## config.mk

```make
export PLATFORM = sky130hd
export DESIGN_NAME = cbt_top
export DESIGN_NICKNAME = d
export VERILOG_FILES = /design/src/rtl/cbt_top.v
export VERILOG_INCLUDE_DIRS = /design/src /design/src/rtl
export SDC_FILE = /design/constraint.sdc
export NUM_CORES = 1
export LEC_CHECK = 0
export BUFFER_PORTS_ARGS = -buffer_cell sky130_fd_sc_hd__buf_2
export CORE_MARGIN = 2
export CORE_UTILIZATION = 40
export DETAILED_ROUTE_END_ITERATION = 16
export SKIP_CTS_REPAIR_TIMING = 1
export SLEW_MARGIN = 20
export SYNTH_ARGS = -nofsm -noshare
export SYNTH_HDL_FRONTEND = slang
export SYNTH_SLANG_ARGS = --single-unit
```

## constraint.sdc

```tcl
create_clock -name clk_i -period 2.9 [get_ports clk_i]
set_input_delay 0.725 -clock clk_i [delete_from_list [all_inputs] [get_ports clk_i]]
set_output_delay 0.725 -clock clk_i [all_outputs]
set_load 0.02 [all_outputs]
```

## src/rtl/cbt_map.vh

```
// Purpose: register offsets, field positions and reset values for the can bit timing block
// Assumes: classic wishbone, 32-bit data, byte addresses
// Notes:   included by cbt_top.v
`ifndef CBT_MAP_VH
`define CBT_MAP_VH

`define CBT_OFS_PRESCALER   8'h00
`define CBT_OFS_BIT_TIMING  8'h04
`define CBT_OFS_MAIN_CTRL   8'h08
`define CBT_OFS_GLOBAL_CTRL 8'h0C
`define CBT_OFS_IRQ_EN      8'h10
`define CBT_OFS_ACC_MASK    8'h14
`define CBT_OFS_ERR_CNT     8'h18
`define CBT_OFS_ERR_INFO    8'h1C
`define CBT_OFS_STATUS      8'h20
`define CBT_OFS_BUF_CTRL    8'h40
`define CBT_OFS_BUF_CONF    8'h80

`define CBT_PH1_LSB         0
`define CBT_PH1_MSB         3
`define CBT_PH2_LSB         8
`define CBT_PH2_MSB         10
`define CBT_PH1_MIN         4'h3
`define CBT_BT_MIN          5'h08
`define CBT_BT_MAX          5'h19

`define CBT_MODE_INIT       3'h0
`define CBT_MODE_NORMAL     3'h1
`define CBT_MODE_NORMAL_ABT 3'h2
`define CBT_MODE_RX_ONLY    3'h3
`define CBT_MODE_SINGLE     3'h4
`define CBT_MODE_SELF_TEST  3'h5

`define CBT_BTYPE_TX        3'h0
`define CBT_BTYPE_RX_LO     3'h1
`define CBT_BTYPE_RX_HI     3'h5

`define CBT_RDY_BIT         0
`define CBT_TRQ_BIT         1
`define CBT_DN_BIT          2
`define CBT_ASSIGNED_BIT    0
`define CBT_BTYPE_LSB       3
`define CBT_BTYPE_MSB       5
`define CBT_GC_TRIG_BIT     0
`define CBT_GC_ERRCLR_BIT   1
`define CBT_ABT_LAST_BUF    4'h7

`define CBT_RST_BIT_TIMING  32'h0000_0603

`endif

```

## src/rtl/cbt_top.v

```verilog
// Purpose: can bit timing, mode control and message buffer control registers
// Assumes: classic wishbone slave, ack one cycle after request, 100 MHz clock
// Notes:   the bit engine itself is outside; this block gives tq and bit pulses
// Overview of operation
// - time quantum is clock over prescaler plus one
// - bit is sync plus phase one plus two
// - bit rate is clock over prescale times quanta
// - mode field selects one of six modes
// - type 000 transmit, 001 to 101 receive
// - block transmission covers only buffers 0-7
// - bit time spans 6 to 25 quanta
// - phase one 4-16, phase two 1-8 quanta
// - phase one bits 0-3, phase two bits 8-10
`timescale 1ns/1ps
`default_nettype none
`include "cbt_map.vh"
module cbt_top (
	// system
	input  wire        clk_i,
	input  wire        rst_i,
	// wishbone slave
	input  wire        cyc_i,
	input  wire        stb_i,
	input  wire        we_i,
	input  wire [7:0]  adr_i,
	input  wire [3:0]  sel_i,
	input  wire [31:0] dat_i,
	output reg  [31:0] dat_o,
	output reg         ack_o,
	// bit timing toward the protocol engine
	output reg         tq_tick_o,
	output reg         bit_tick_o,
	output reg         sample_pt_o,
	// status from the protocol engine
	input  wire        tx_busy_i,
	input  wire        tx_done_i,
	// transmit request and operating mode toward the protocol engine
	output reg         tx_start_o,
	output reg  [3:0]  tx_buf_o,
	output reg  [2:0]  mode_o
);
	reg [7:0]  prescaler_r;
	reg [31:0] bit_timing_reg_r;
	reg [2:0]  operating_mode_r;
	reg        block_tx_trigger_r;
	reg [15:0] irq_enable_r;
	reg [31:0] acceptance_mask_r;
	reg [7:0]  error_counter_r;
	reg [7:0]  error_info_r;
	reg [2:0]  buf_ctrl_r [0:15];
	reg [3:0]  buf_conf_r [0:15];
	reg [7:0]  pre_cnt_r;
	reg [4:0]  tq_cnt_r;
	reg [3:0]  abt_ptr_r;
	reg        tx_pending_r;
	reg [1:0]  busy_sync_r;
	reg        busy_r;
	reg        busy_s3_r;
	wire       wr;
	wire       rd;
	wire [3:0] ph1;
	wire [2:0] ph2;
	wire [4:0] bit_len;
	wire       in_init;
	integer    i;

	// quanta per bit: ph1 field+1 plus ph2 field+1 plus sync
	function [4:0] bt_quanta;
		input [3:0] p1;
		input [2:0] p2;
		begin
			bt_quanta = {1'b0, p1} + {2'b00, p2} + 5'h03;
		end
	endfunction

	function is_rx_type;
		input [2:0] t;
		begin
			is_rx_type = (t >= `CBT_BTYPE_RX_LO) && (t <= `CBT_BTYPE_RX_HI);
		end
	endfunction

	assign wr      = cyc_i && stb_i && we_i && !ack_o;
	assign rd      = cyc_i && stb_i && !we_i && !ack_o;
	assign ph1     = bit_timing_reg_r[`CBT_PH1_MSB:`CBT_PH1_LSB];
	assign ph2     = bit_timing_reg_r[`CBT_PH2_MSB:`CBT_PH2_LSB];
	assign bit_len = bt_quanta(ph1, ph2);
	assign in_init = (operating_mode_r == `CBT_MODE_INIT);

	// timing only runs outside init, so reprogramming never glitches a live bit
	always @(posedge clk_i) begin
		if (rst_i) begin
			pre_cnt_r   <= 8'h00;
			tq_cnt_r    <= 5'h00;
			tq_tick_o   <= 1'b0;
			bit_tick_o  <= 1'b0;
			sample_pt_o <= 1'b0;
		end else begin
			tq_tick_o   <= 1'b0;
			bit_tick_o  <= 1'b0;
			sample_pt_o <= 1'b0;
			if (in_init) begin
				pre_cnt_r <= 8'h00;
				tq_cnt_r  <= 5'h00;
			end else if (pre_cnt_r == prescaler_r) begin
				pre_cnt_r <= 8'h00;
				tq_tick_o <= 1'b1;
				if (tq_cnt_r == bit_len - 5'h01) begin
					tq_cnt_r   <= 5'h00;
					bit_tick_o <= 1'b1;
				end else begin
					tq_cnt_r <= tq_cnt_r + 5'h01;
				end
				if (tq_cnt_r == {1'b0, ph1} + 5'h01)
					sample_pt_o <= 1'b1;
			end else begin
				pre_cnt_r <= pre_cnt_r + 8'h01;
			end
		end
	end

	// register writes, block transmit sequencing
	always @(posedge clk_i) begin
		if (rst_i) begin
			prescaler_r        <= 8'h00;
			bit_timing_reg_r   <= `CBT_RST_BIT_TIMING;
			operating_mode_r   <= `CBT_MODE_INIT;
			block_tx_trigger_r <= 1'b0;
			irq_enable_r       <= 16'h0000;
			acceptance_mask_r  <= 32'h0000_0000;
			error_counter_r    <= 8'h00;
			error_info_r       <= 8'h00;
			abt_ptr_r          <= 4'h0;
			tx_pending_r       <= 1'b0;
			tx_start_o         <= 1'b0;
			tx_buf_o           <= 4'h0;
			mode_o             <= `CBT_MODE_INIT;
			for (i = 0; i < 16; i = i + 1) begin
				buf_ctrl_r[i] <= 3'h0;
				buf_conf_r[i] <= 4'h0;
			end
		end else begin
			tx_start_o <= 1'b0;
			mode_o     <= operating_mode_r;
			if (wr && sel_i[0]) begin
				case (adr_i)
				`CBT_OFS_PRESCALER: begin
					if (in_init)
						prescaler_r <= dat_i[7:0];
				end
				`CBT_OFS_BIT_TIMING: begin
					// phase one below its least code is clamped, keeping bit time within range
					if (in_init) begin
						bit_timing_reg_r[3:0]  <= (dat_i[3:0] < `CBT_PH1_MIN) ? `CBT_PH1_MIN : dat_i[3:0];
						bit_timing_reg_r[10:8] <= dat_i[10:8];
					end
				end
				`CBT_OFS_MAIN_CTRL: begin
					if (dat_i[2:0] <= `CBT_MODE_SELF_TEST)
						operating_mode_r <= dat_i[2:0];
				end
				`CBT_OFS_GLOBAL_CTRL: begin
					if (operating_mode_r == `CBT_MODE_NORMAL_ABT)
						block_tx_trigger_r <= dat_i[`CBT_GC_TRIG_BIT];
					if (dat_i[`CBT_GC_ERRCLR_BIT] && in_init) begin
						error_counter_r <= 8'h00;
						error_info_r    <= 8'h00;
					end
				end
				`CBT_OFS_IRQ_EN:   irq_enable_r <= dat_i[15:0];
				`CBT_OFS_ACC_MASK: acceptance_mask_r <= dat_i;
				default: begin
					if (adr_i[7:6] == 2'b01 && adr_i[1:0] == 2'b00) begin
						// transmit request is refused unless ready already set
						buf_ctrl_r[adr_i[5:2]][`CBT_RDY_BIT] <= dat_i[`CBT_RDY_BIT];
						buf_ctrl_r[adr_i[5:2]][`CBT_TRQ_BIT] <= dat_i[`CBT_TRQ_BIT] &&
							buf_ctrl_r[adr_i[5:2]][`CBT_RDY_BIT];
						buf_ctrl_r[adr_i[5:2]][`CBT_DN_BIT]  <= dat_i[`CBT_DN_BIT];
					end else if (adr_i[7:6] == 2'b10 && adr_i[1:0] == 2'b00) begin
						buf_conf_r[adr_i[5:2]] <= {dat_i[`CBT_BTYPE_MSB:`CBT_BTYPE_LSB],
							dat_i[`CBT_ASSIGNED_BIT]};
					end
				end
				endcase
			end
			// hand one transmit request at a time to the engine
			if (!tx_pending_r && !in_init && operating_mode_r != `CBT_MODE_RX_ONLY) begin
				if (operating_mode_r == `CBT_MODE_NORMAL_ABT && block_tx_trigger_r) begin
					if (buf_ctrl_r[abt_ptr_r][`CBT_RDY_BIT] && buf_ctrl_r[abt_ptr_r][`CBT_TRQ_BIT] &&
						buf_conf_r[abt_ptr_r][3:1] == `CBT_BTYPE_TX) begin
						tx_start_o   <= 1'b1;
						tx_buf_o     <= abt_ptr_r;
						tx_pending_r <= 1'b1;
					end
					if (abt_ptr_r == `CBT_ABT_LAST_BUF) begin
						abt_ptr_r          <= 4'h0;
						block_tx_trigger_r <= 1'b0;
					end else begin
						abt_ptr_r <= abt_ptr_r + 4'h1;
					end
				end else begin
					for (i = 15; i >= 0; i = i - 1) begin
						if (buf_ctrl_r[i][`CBT_RDY_BIT] && buf_ctrl_r[i][`CBT_TRQ_BIT] &&
							buf_conf_r[i][3:1] == `CBT_BTYPE_TX && !is_rx_type(buf_conf_r[i][3:1]) &&
							!(operating_mode_r == `CBT_MODE_NORMAL_ABT && i < 8)) begin
							tx_start_o <= 1'b1;
							tx_buf_o   <= i[3:0];
							// pending rises with the start, so one request never pulses twice
							tx_pending_r <= 1'b1;
						end
					end
				end
			end
			if (tx_done_i && tx_pending_r) begin
				tx_pending_r <= 1'b0;
				buf_ctrl_r[tx_buf_o][`CBT_TRQ_BIT] <= 1'b0;
			end
		end
	end

	// busy status arrives from the protocol clock side; taken only once stages two and three agree
	always @(posedge clk_i) begin
		if (rst_i) begin
			busy_sync_r <= 2'b00;
			busy_s3_r   <= 1'b0;
			busy_r      <= 1'b0;
		end else begin
			busy_sync_r <= {busy_sync_r[0], tx_busy_i};
			busy_s3_r   <= busy_sync_r[1];
			if (busy_sync_r[1] == busy_s3_r)
				busy_r <= busy_s3_r;
		end
	end

	wire transmit_status_bit = busy_r;

	// read mux and ack, one wait-free cycle
	always @(posedge clk_i) begin
		if (rst_i) begin
			ack_o <= 1'b0;
			dat_o <= 32'h0000_0000;
		end else begin
			ack_o <= cyc_i && stb_i && !ack_o;
			dat_o <= 32'h0000_0000;
			if (rd) begin
				case (adr_i)
				`CBT_OFS_PRESCALER:   dat_o <= {24'h000000, prescaler_r};
				`CBT_OFS_BIT_TIMING:  dat_o <= {21'h000000, bit_timing_reg_r[10:8], 4'h0, bit_timing_reg_r[3:0]};
				`CBT_OFS_MAIN_CTRL:   dat_o <= {29'h00000000, operating_mode_r};
				`CBT_OFS_GLOBAL_CTRL: dat_o <= {31'h00000000, block_tx_trigger_r};
				`CBT_OFS_IRQ_EN:      dat_o <= {16'h0000, irq_enable_r};
				`CBT_OFS_ACC_MASK:    dat_o <= acceptance_mask_r;
				`CBT_OFS_ERR_CNT:     dat_o <= {24'h000000, error_counter_r};
				`CBT_OFS_ERR_INFO:    dat_o <= {24'h000000, error_info_r};
				`CBT_OFS_STATUS:      dat_o <= {26'h0000000, bit_len, transmit_status_bit};
				default: begin
					if (adr_i[7:6] == 2'b01 && adr_i[1:0] == 2'b00)
						dat_o <= {29'h00000000, buf_ctrl_r[adr_i[5:2]]};
					else if (adr_i[7:6] == 2'b10 && adr_i[1:0] == 2'b00)
						dat_o <= {26'h0000000, buf_conf_r[adr_i[5:2]][3:1], 2'b00, buf_conf_r[adr_i[5:2]][0]};
				end
				endcase
			end
		end
	end
endmodule
`default_nettype wire

```

== After elaboration in Yosys (flattened, before gate mapping) ==
Memories as Yosys holds them, arrays and structs flattened. A register that Yosys moved wholly into a read port is not among the register bits.
Index checks and enable logic that the tools add are counted.

* Add/sub/neg operators: 7
* Order comparisons: 34
* Eq/ne operators: 18
* Mux-type cells: 98
* Bitwise gates (word level): 3
* Reduce and logical (&&, ||, !) cells: 148

{| class="wikitable"
|+ Operators with widths
! operator !! count
|-
| 32-bit case mux with 8 select lines || 1
|-
| 4-bit two-way mux || 28
|-
| 1-bit logical AND || 88
|-
| 1-bit two-way mux || 63
|-
| 3-bit logical NOT || 18
|-
| 3-bit <= comparator, second input constant || 17
|-
| 3-bit by 1-bit >= comparator with 1-bit output, second input constant || 16
|-
| 8-bit by 5-bit == test with 1-bit output, second input constant || 4
|-
| 1-bit logical NOT || 21
|-
| 17-bit nonzero test || 1
|-
| 8-bit by 4-bit == test with 1-bit output, second input constant || 2
|-
| 6-bit two-way mux || 2
|-
| 3-bit AND reduction || 4
|-
| 3-bit OR reduction || 4
|-
| 5-bit == test || 2
|-
| 2-bit OR reduction || 5
|-
| 8-bit by 1-bit adder with 8-bit output, second input constant || 1
|-
| 8-bit by 3-bit == test with 1-bit output, second input constant || 1
|-
| 8-bit by 6-bit == test with 1-bit output, second input constant || 1
|-
| 8-bit == test || 1
|-
| 8-bit logical NOT || 1
|-
| 3-bit two-way mux || 2
|-
| 2-bit AND reduction || 3
|-
| 6-bit OR reduction || 1
|-
| 19 further kinds || 21
|}

* Register bits: 133
* Memory bits (writable): 112
* Input bits: 51
* Memories kept: 2

{| class="wikitable"
|+ Memory list
! memory !! words !! bits a word !! read ports !! clocked after memory_dff !! wr ports !! RTL line !! RTL
|-
| buf_conf_r || 16 || 4 || 18 || 1 || 16 || cbt_top.v:51 || <nowiki>reg [3:0] buf_conf_r [0:15];</nowiki>
|-
| buf_ctrl_r || 16 || 3 || 18 || 1 || 16 || cbt_top.v:50 || <nowiki>reg [2:0] buf_ctrl_r [0:15];</nowiki>
|}

== Logic depth before layout (Yosys ltp) ==
An unclocked memory read counts as a cell.

* Word-level depth: 22
* Mapped depth: 13
* Gate-level depth less buffers: 13

== Least setup slack after synthesis ==
OpenSTA, ideal clock, no wires.

* Path type: input-to-reg
* Start: input port adr_i[2]
* End: memory buf_ctrl_r[1][1]
* Setup time: 0.127 ns
* Arrival time: 2.423 ns
* Data required time: 2.773 ns
* Slack: 0.350 ns
* Stages: 8
* Buffers on the path: 3
* Cell sequence: buf_6 mux4_1 mux4_2 and2_4 buf_6 buf_6 mux2i_1 a21oi_1

{| class="wikitable"
|+ RTL lines
! element !! RTL line !! RTL
|-
| start: declaration || cbt_top.v:25 || <nowiki>input wire [7:0] adr_i,</nowiki>
|-
| end: declaration || cbt_top.v:50 ||
|}

== Final worst setup path ==
* Start: register bit_timing_reg_r[1]
* End: register tq_cnt_r[2]

* Longest elaborated chain between the ends: 5

{| class="wikitable"
|+ RTL lines
! element !! RTL line !! RTL
|-
| start: declaration || cbt_top.v:43 || <nowiki>reg [31:0] bit_timing_reg_r;</nowiki>
|-
| start signal: assignment || cbt_top.v:126 || <nowiki>bit_timing_reg_r <= `CBT_RST_BIT_TIMING;</nowiki>
|-
| start signal: assignment || cbt_top.v:154 || <nowiki>bit_timing_reg_r[3:0] <= (dat_i[3:0] < `CBT_PH1_MIN) ? `CBT_PH1_MIN : dat_i[3:0];</nowiki>
|-
| 4-bit by 3-bit adder with 5-bit output || cbt_top.v:72 || <nowiki>bt_quanta = {1'b0, p1} + {2'b00, p2} + 5'h03;</nowiki>
|-
| 5-bit by 2-bit adder with 5-bit output || cbt_top.v:72 ||
|-
| 5-bit by 1-bit subtractor with 5-bit output || cbt_top.v:108 || <nowiki>if (tq_cnt_r == bit_len - 5'h01) begin</nowiki>
|-
| 5-bit == test || cbt_top.v:108 ||
|-
| 5-bit two-way mux || cbt_top.v:108 ||
|-
| end signal: assignment || cbt_top.v:112 || <nowiki>tq_cnt_r <= tq_cnt_r + 5'h01;</nowiki>
|-
| end: declaration || cbt_top.v:53 || <nowiki>reg [4:0] tq_cnt_r;</nowiki>
|}

Every way passes these cells.
A chain may end at the register's enable or synchronous reset.

==> metrics <==
worst skew pair latency=550 ps; number of DRC markers in iteration 0=a little over 900; P_leak=5.31 nW; synth warn=0; outcome=complete, no violations; total gr overflow=0; # diodes=0; Hold Fails Final Rpt=0; Final nets=roughly 1,300; Total GRT Usage=between 20% and 30%; ys flop type=dfxtp_1; Mapped Area=11,600 um^2; asr flop ratio synth=0%; Seq/Total Area, Yosys=between 50 and 60%; crit path from=bit_timing_reg_r[1]$_SDFFE_PP1P_; RSZ-0062 raised after global routing=no; syn nets=1,203; Power Total=roughly 0.0077 W; vias per inst=approximately 5.5; routed wl met2=14,800 um; Reg2Reg Setup Slack=roughly 220 ps; M1 WL=14,500 um; synthesis-to-finish area growth=18.6%; TritonCTS buffer count=28; number of synthesized flops with an enable pin=between 90 and 100; first-pass GRT wire length=between 50,000 and 60,000 um; core area=~29,000 um^2; Die Wd=approximately 170 um; final cell count without fillers=1,668; Multi-input gate area=roughly 5300 um^2; crit path max fanout=4; hold crit path type=in -> reg; worst reg-to-reg path cell count=13; GP Congestion=approximately 0.90; switching fraction of total power=21.7%; Mapped Avg Cell Area=~10 um^2; WL met3=2450 um; Slew Limit Headroom=about 48%; FF-to-FF Start=bit_timing_reg_r[1]$_SDFFE_PP1P_; min cycle time layout=2680 ps; Hold EP=acceptance_mask_r[29]$_SDFFE_PP0P_; Worst Tran Pin Value=787 ps; Fill cells=between 2,000 and 3,000; most frequent cell on the critical path=inv_1; H-tree level count=1; crit end category=flop; P_int=0.00604 W; Crit-path slowest cell=dfxtp_1; Seq cells post-synth=around 250; max incr delay on CP=a little under 400 ps; proportion of layout cells with a drive suffix above 1=between 20% and 30%; die area=between 30,000 and 40,000 um^2; routed wire length=~33,000 um; reg2reg end=tq_cnt_r[2]$_SDFFE_PP0P_; PortBufs=91; DR vias=roughly 9,200; CP startpoint kind=flop; detailed placement HPWL=23,700 um; largest net degree at the start of global routing=between 40 and 50; Final ANT Viol Nets=0; Worst Skew=27.3 ps; ratio of final minimum period to clock period=92.4%; final setup vio count=0; initial antenna violation count=0; Seq. cell area=5950 um^2; routed wire length per instance=19.6 um; Clk pwr share=~47%; Slew Viols, Final=0; type of the worst setup path=reg -> reg; Synth Instances=1,140; Fmax achieved=373 MHz; CTS tree=done; worst vdd ir=0.000403 V; Hold Slack=approximately 420 ps; hold depth=3; setup TNS=0 ps; Worst-path clk slew=~60 ps; Placed Instances=about 1,600; initial core utilization=between 40% and 50%; Power Density=approximately 560 nW/um^2; Worst EP required=~3300 ps; combinational power share=under 10%; CTS sink cnt=249; Max-Cap Viols=0; Row Count=62; CP cell instances=inv_1 -> ha_1 -> inv_1 -> ha_1 -> inv_1 -> fa_1 -> xor2_1 -> nand3_1 -> xor2_1 -> xnor2_1 -> nand3_2 -> o21ai_2 -> nor2_1; signal arrival time at the worst endpoint=around 3100 ps; DIE HEIGHT=roughly 170 um; Sw Pwr=around 0.0017 W; Remaining DRCs=0; vias in the first global route=8,860; CP Buf/Inv Count=3; DRT Pass-1 Iters=5; num ports=95; hold path start=dat_i[29]; CTS max path bufs=3; CTS root buffer=clkbuf_16; Max Used Layer=met4; cell family contributing the most delay on the critical path=adder cells; Sequential Power Share=48.2%; Distinct cells, synth=68
Yosys cell counts (all sizes together), types with 10 or more instances:
library cell	instances	area, um^2
edfxtp	96	2880
nand3	26	135
clkbuf	41	154
and3	24	150
a22oi	25	188
a21oi	84	420
nor2	101	387
inv	18	67.6
nor2b	14	87.6
and2	89	559
nor3	23	120
or2	36	225
dfxtp	153	3060
o21ai	11	55.1
ha	11	138
mux4	35	811
nor3b	10	85.1
buf	22	140
xnor2	17	149
nor4	15	93.8
nand2	156	586
xor2	16	140
nand2b	13	88.8
mux2i	19	190
final cells by class:
cell class,count,share of cell area (%)
repair buffers,155,7.17
clock inverters,9,0.554
flip-flops and latches,249,43.1
clock buffers,43,6.47
well taps,384,3.49
multi-input cells,810,38.7
inverters,18,0.490
layer usage:
metal	up-vias	GRT usage [%]
met5	-	0
met1	4415	29.4
li1	4301	-
met3	67	3.94
met2	373	34.1
met4	0	6.72
power by group through the flow:
stage               Sequential (W)  Combinational [W]  Clock (W)
floorplan                  0.00377           0.000213          0
global placement           0.00379           0.000361          0
detailed placement         0.00379           0.000363          0
CTS                        0.00371           0.000364    0.00369
global route               0.00372           0.000388    0.00384
finish                     0.00372           0.000364    0.00363
how the worst max path moves through the flow:
stage | to | slack, ps | cells past startpoint
2_1_floorplan | buf_ctrl_r[1][1]$_SDFFE_PP0P_ | 350 | 8
3_3_place_gp | dat_o[0]$_SDFF_PP0_ | 120 | 8
3_5_place_dp | buf_conf_r[12][3]$_SDFFCE_PN0P_ | 90 | 6
4_1_cts | tq_cnt_r[2]$_SDFFE_PP0P_ | 20 | 13
5_1_grt | tq_cnt_r[3]$_SDFFE_PP0P_ | 30 | 13
6_report | tq_cnt_r[2]$_SDFFE_PP0P_ | 220 | 13
placed cells by master, fill, tap and decap left out, types with 9 or more instances in the layout:
| cell type | Yosys | final |
|---|---|---|
| nor2b_1 | 14 | 14 |
| nor3_1 | 22 | 20 |
| nand2b_1 | 12 | 12 |
| mux2i_1 | 19 | 19 |
| buf_4 | 2 | 61 |
| nand2_1 | 156 | 156 |
| a22oi_1 | 25 | 25 |
| edfxtp_1 | 96 | 96 |
| ha_1 | 11 | 11 |
| xnor2_1 | 17 | 17 |
| mux4_2 | 29 | 29 |
| or2_2 | 34 | 34 |
| a21oi_1 | 84 | 84 |
| xor2_1 | 16 | 16 |
| and2_1 | 88 | 88 |
| and3_1 | 24 | 24 |
| buf_2 | 10 | 90 |
| o21ai_0 | 11 | 10 |
| nor4_1 | 15 | 15 |
| nand3_1 | 25 | 24 |
| or4_1 | 9 | 9 |
| inv_1 | 18 | 18 |
| nor2_1 | 98 | 97 |
| clkbuf_16 | 0 | 31 |
| dfxtp_1 | 153 | 153 |
worst reg2reg max path, delay by kind of cell (launching register included):
kind	cells	cell delay, ps
adder cells (fa/ha/maj)	3	820
buffers and inverters	3	200
XOR/XNOR	3	610
AND/OR/NAND/NOR	3	350
AO/OA/AOI/OAI	1	200
flip-flops	1	390
state kept, by name (all words and copies together), names as in the netlist, 2 cells and up, named ones only:
register	cells
operating_mode_r	3
pre_cnt_r	8
prescaler_r	8
tx_buf_o	4
tq_cnt_r	5
dat_o	32
abt_ptr_r	4
irq_enable_r	16
busy_sync_r	2
acceptance_mask_r	32
buf_conf_r	64
buf_ctrl_r	48
bit_timing_reg_r	7
mode_o	3
metrics by stage:
stage | utilization [%] | area [um^2] | setup slack [ps]
after floorplan | - | 11600 | 350
final | 48.2 | 13800 | 221
after global placement | 44.7 | 12800 | 119
after global routing | 48.2 | 13800 | 31.7
after CTS | 48.1 | 13800 | 15.2
after detailed placement | 44.7 | 12800 | 87.5
cell families (layout without fill, tap and decap cells):
| kind of cell | after synthesis | after routing | share of synthesized area (%) |
|---|---|---|---|
| and+or+nand+nor | 545 | 545 | 24.2 |
| DFF | 249 | 249 | 51.2 |
| AOI/OAI and AO/OA | 166 | 166 | 9.01 |
| buffers and inverters | 81 | 225 | 3.11 |
| muxes | 54 | 54 | 8.61 |
| xor gates and xnor gates | 33 | 33 | 2.49 |
| adders and majority gates | 12 | 12 | 1.36 |
Power figures use the tool's default switching activity.
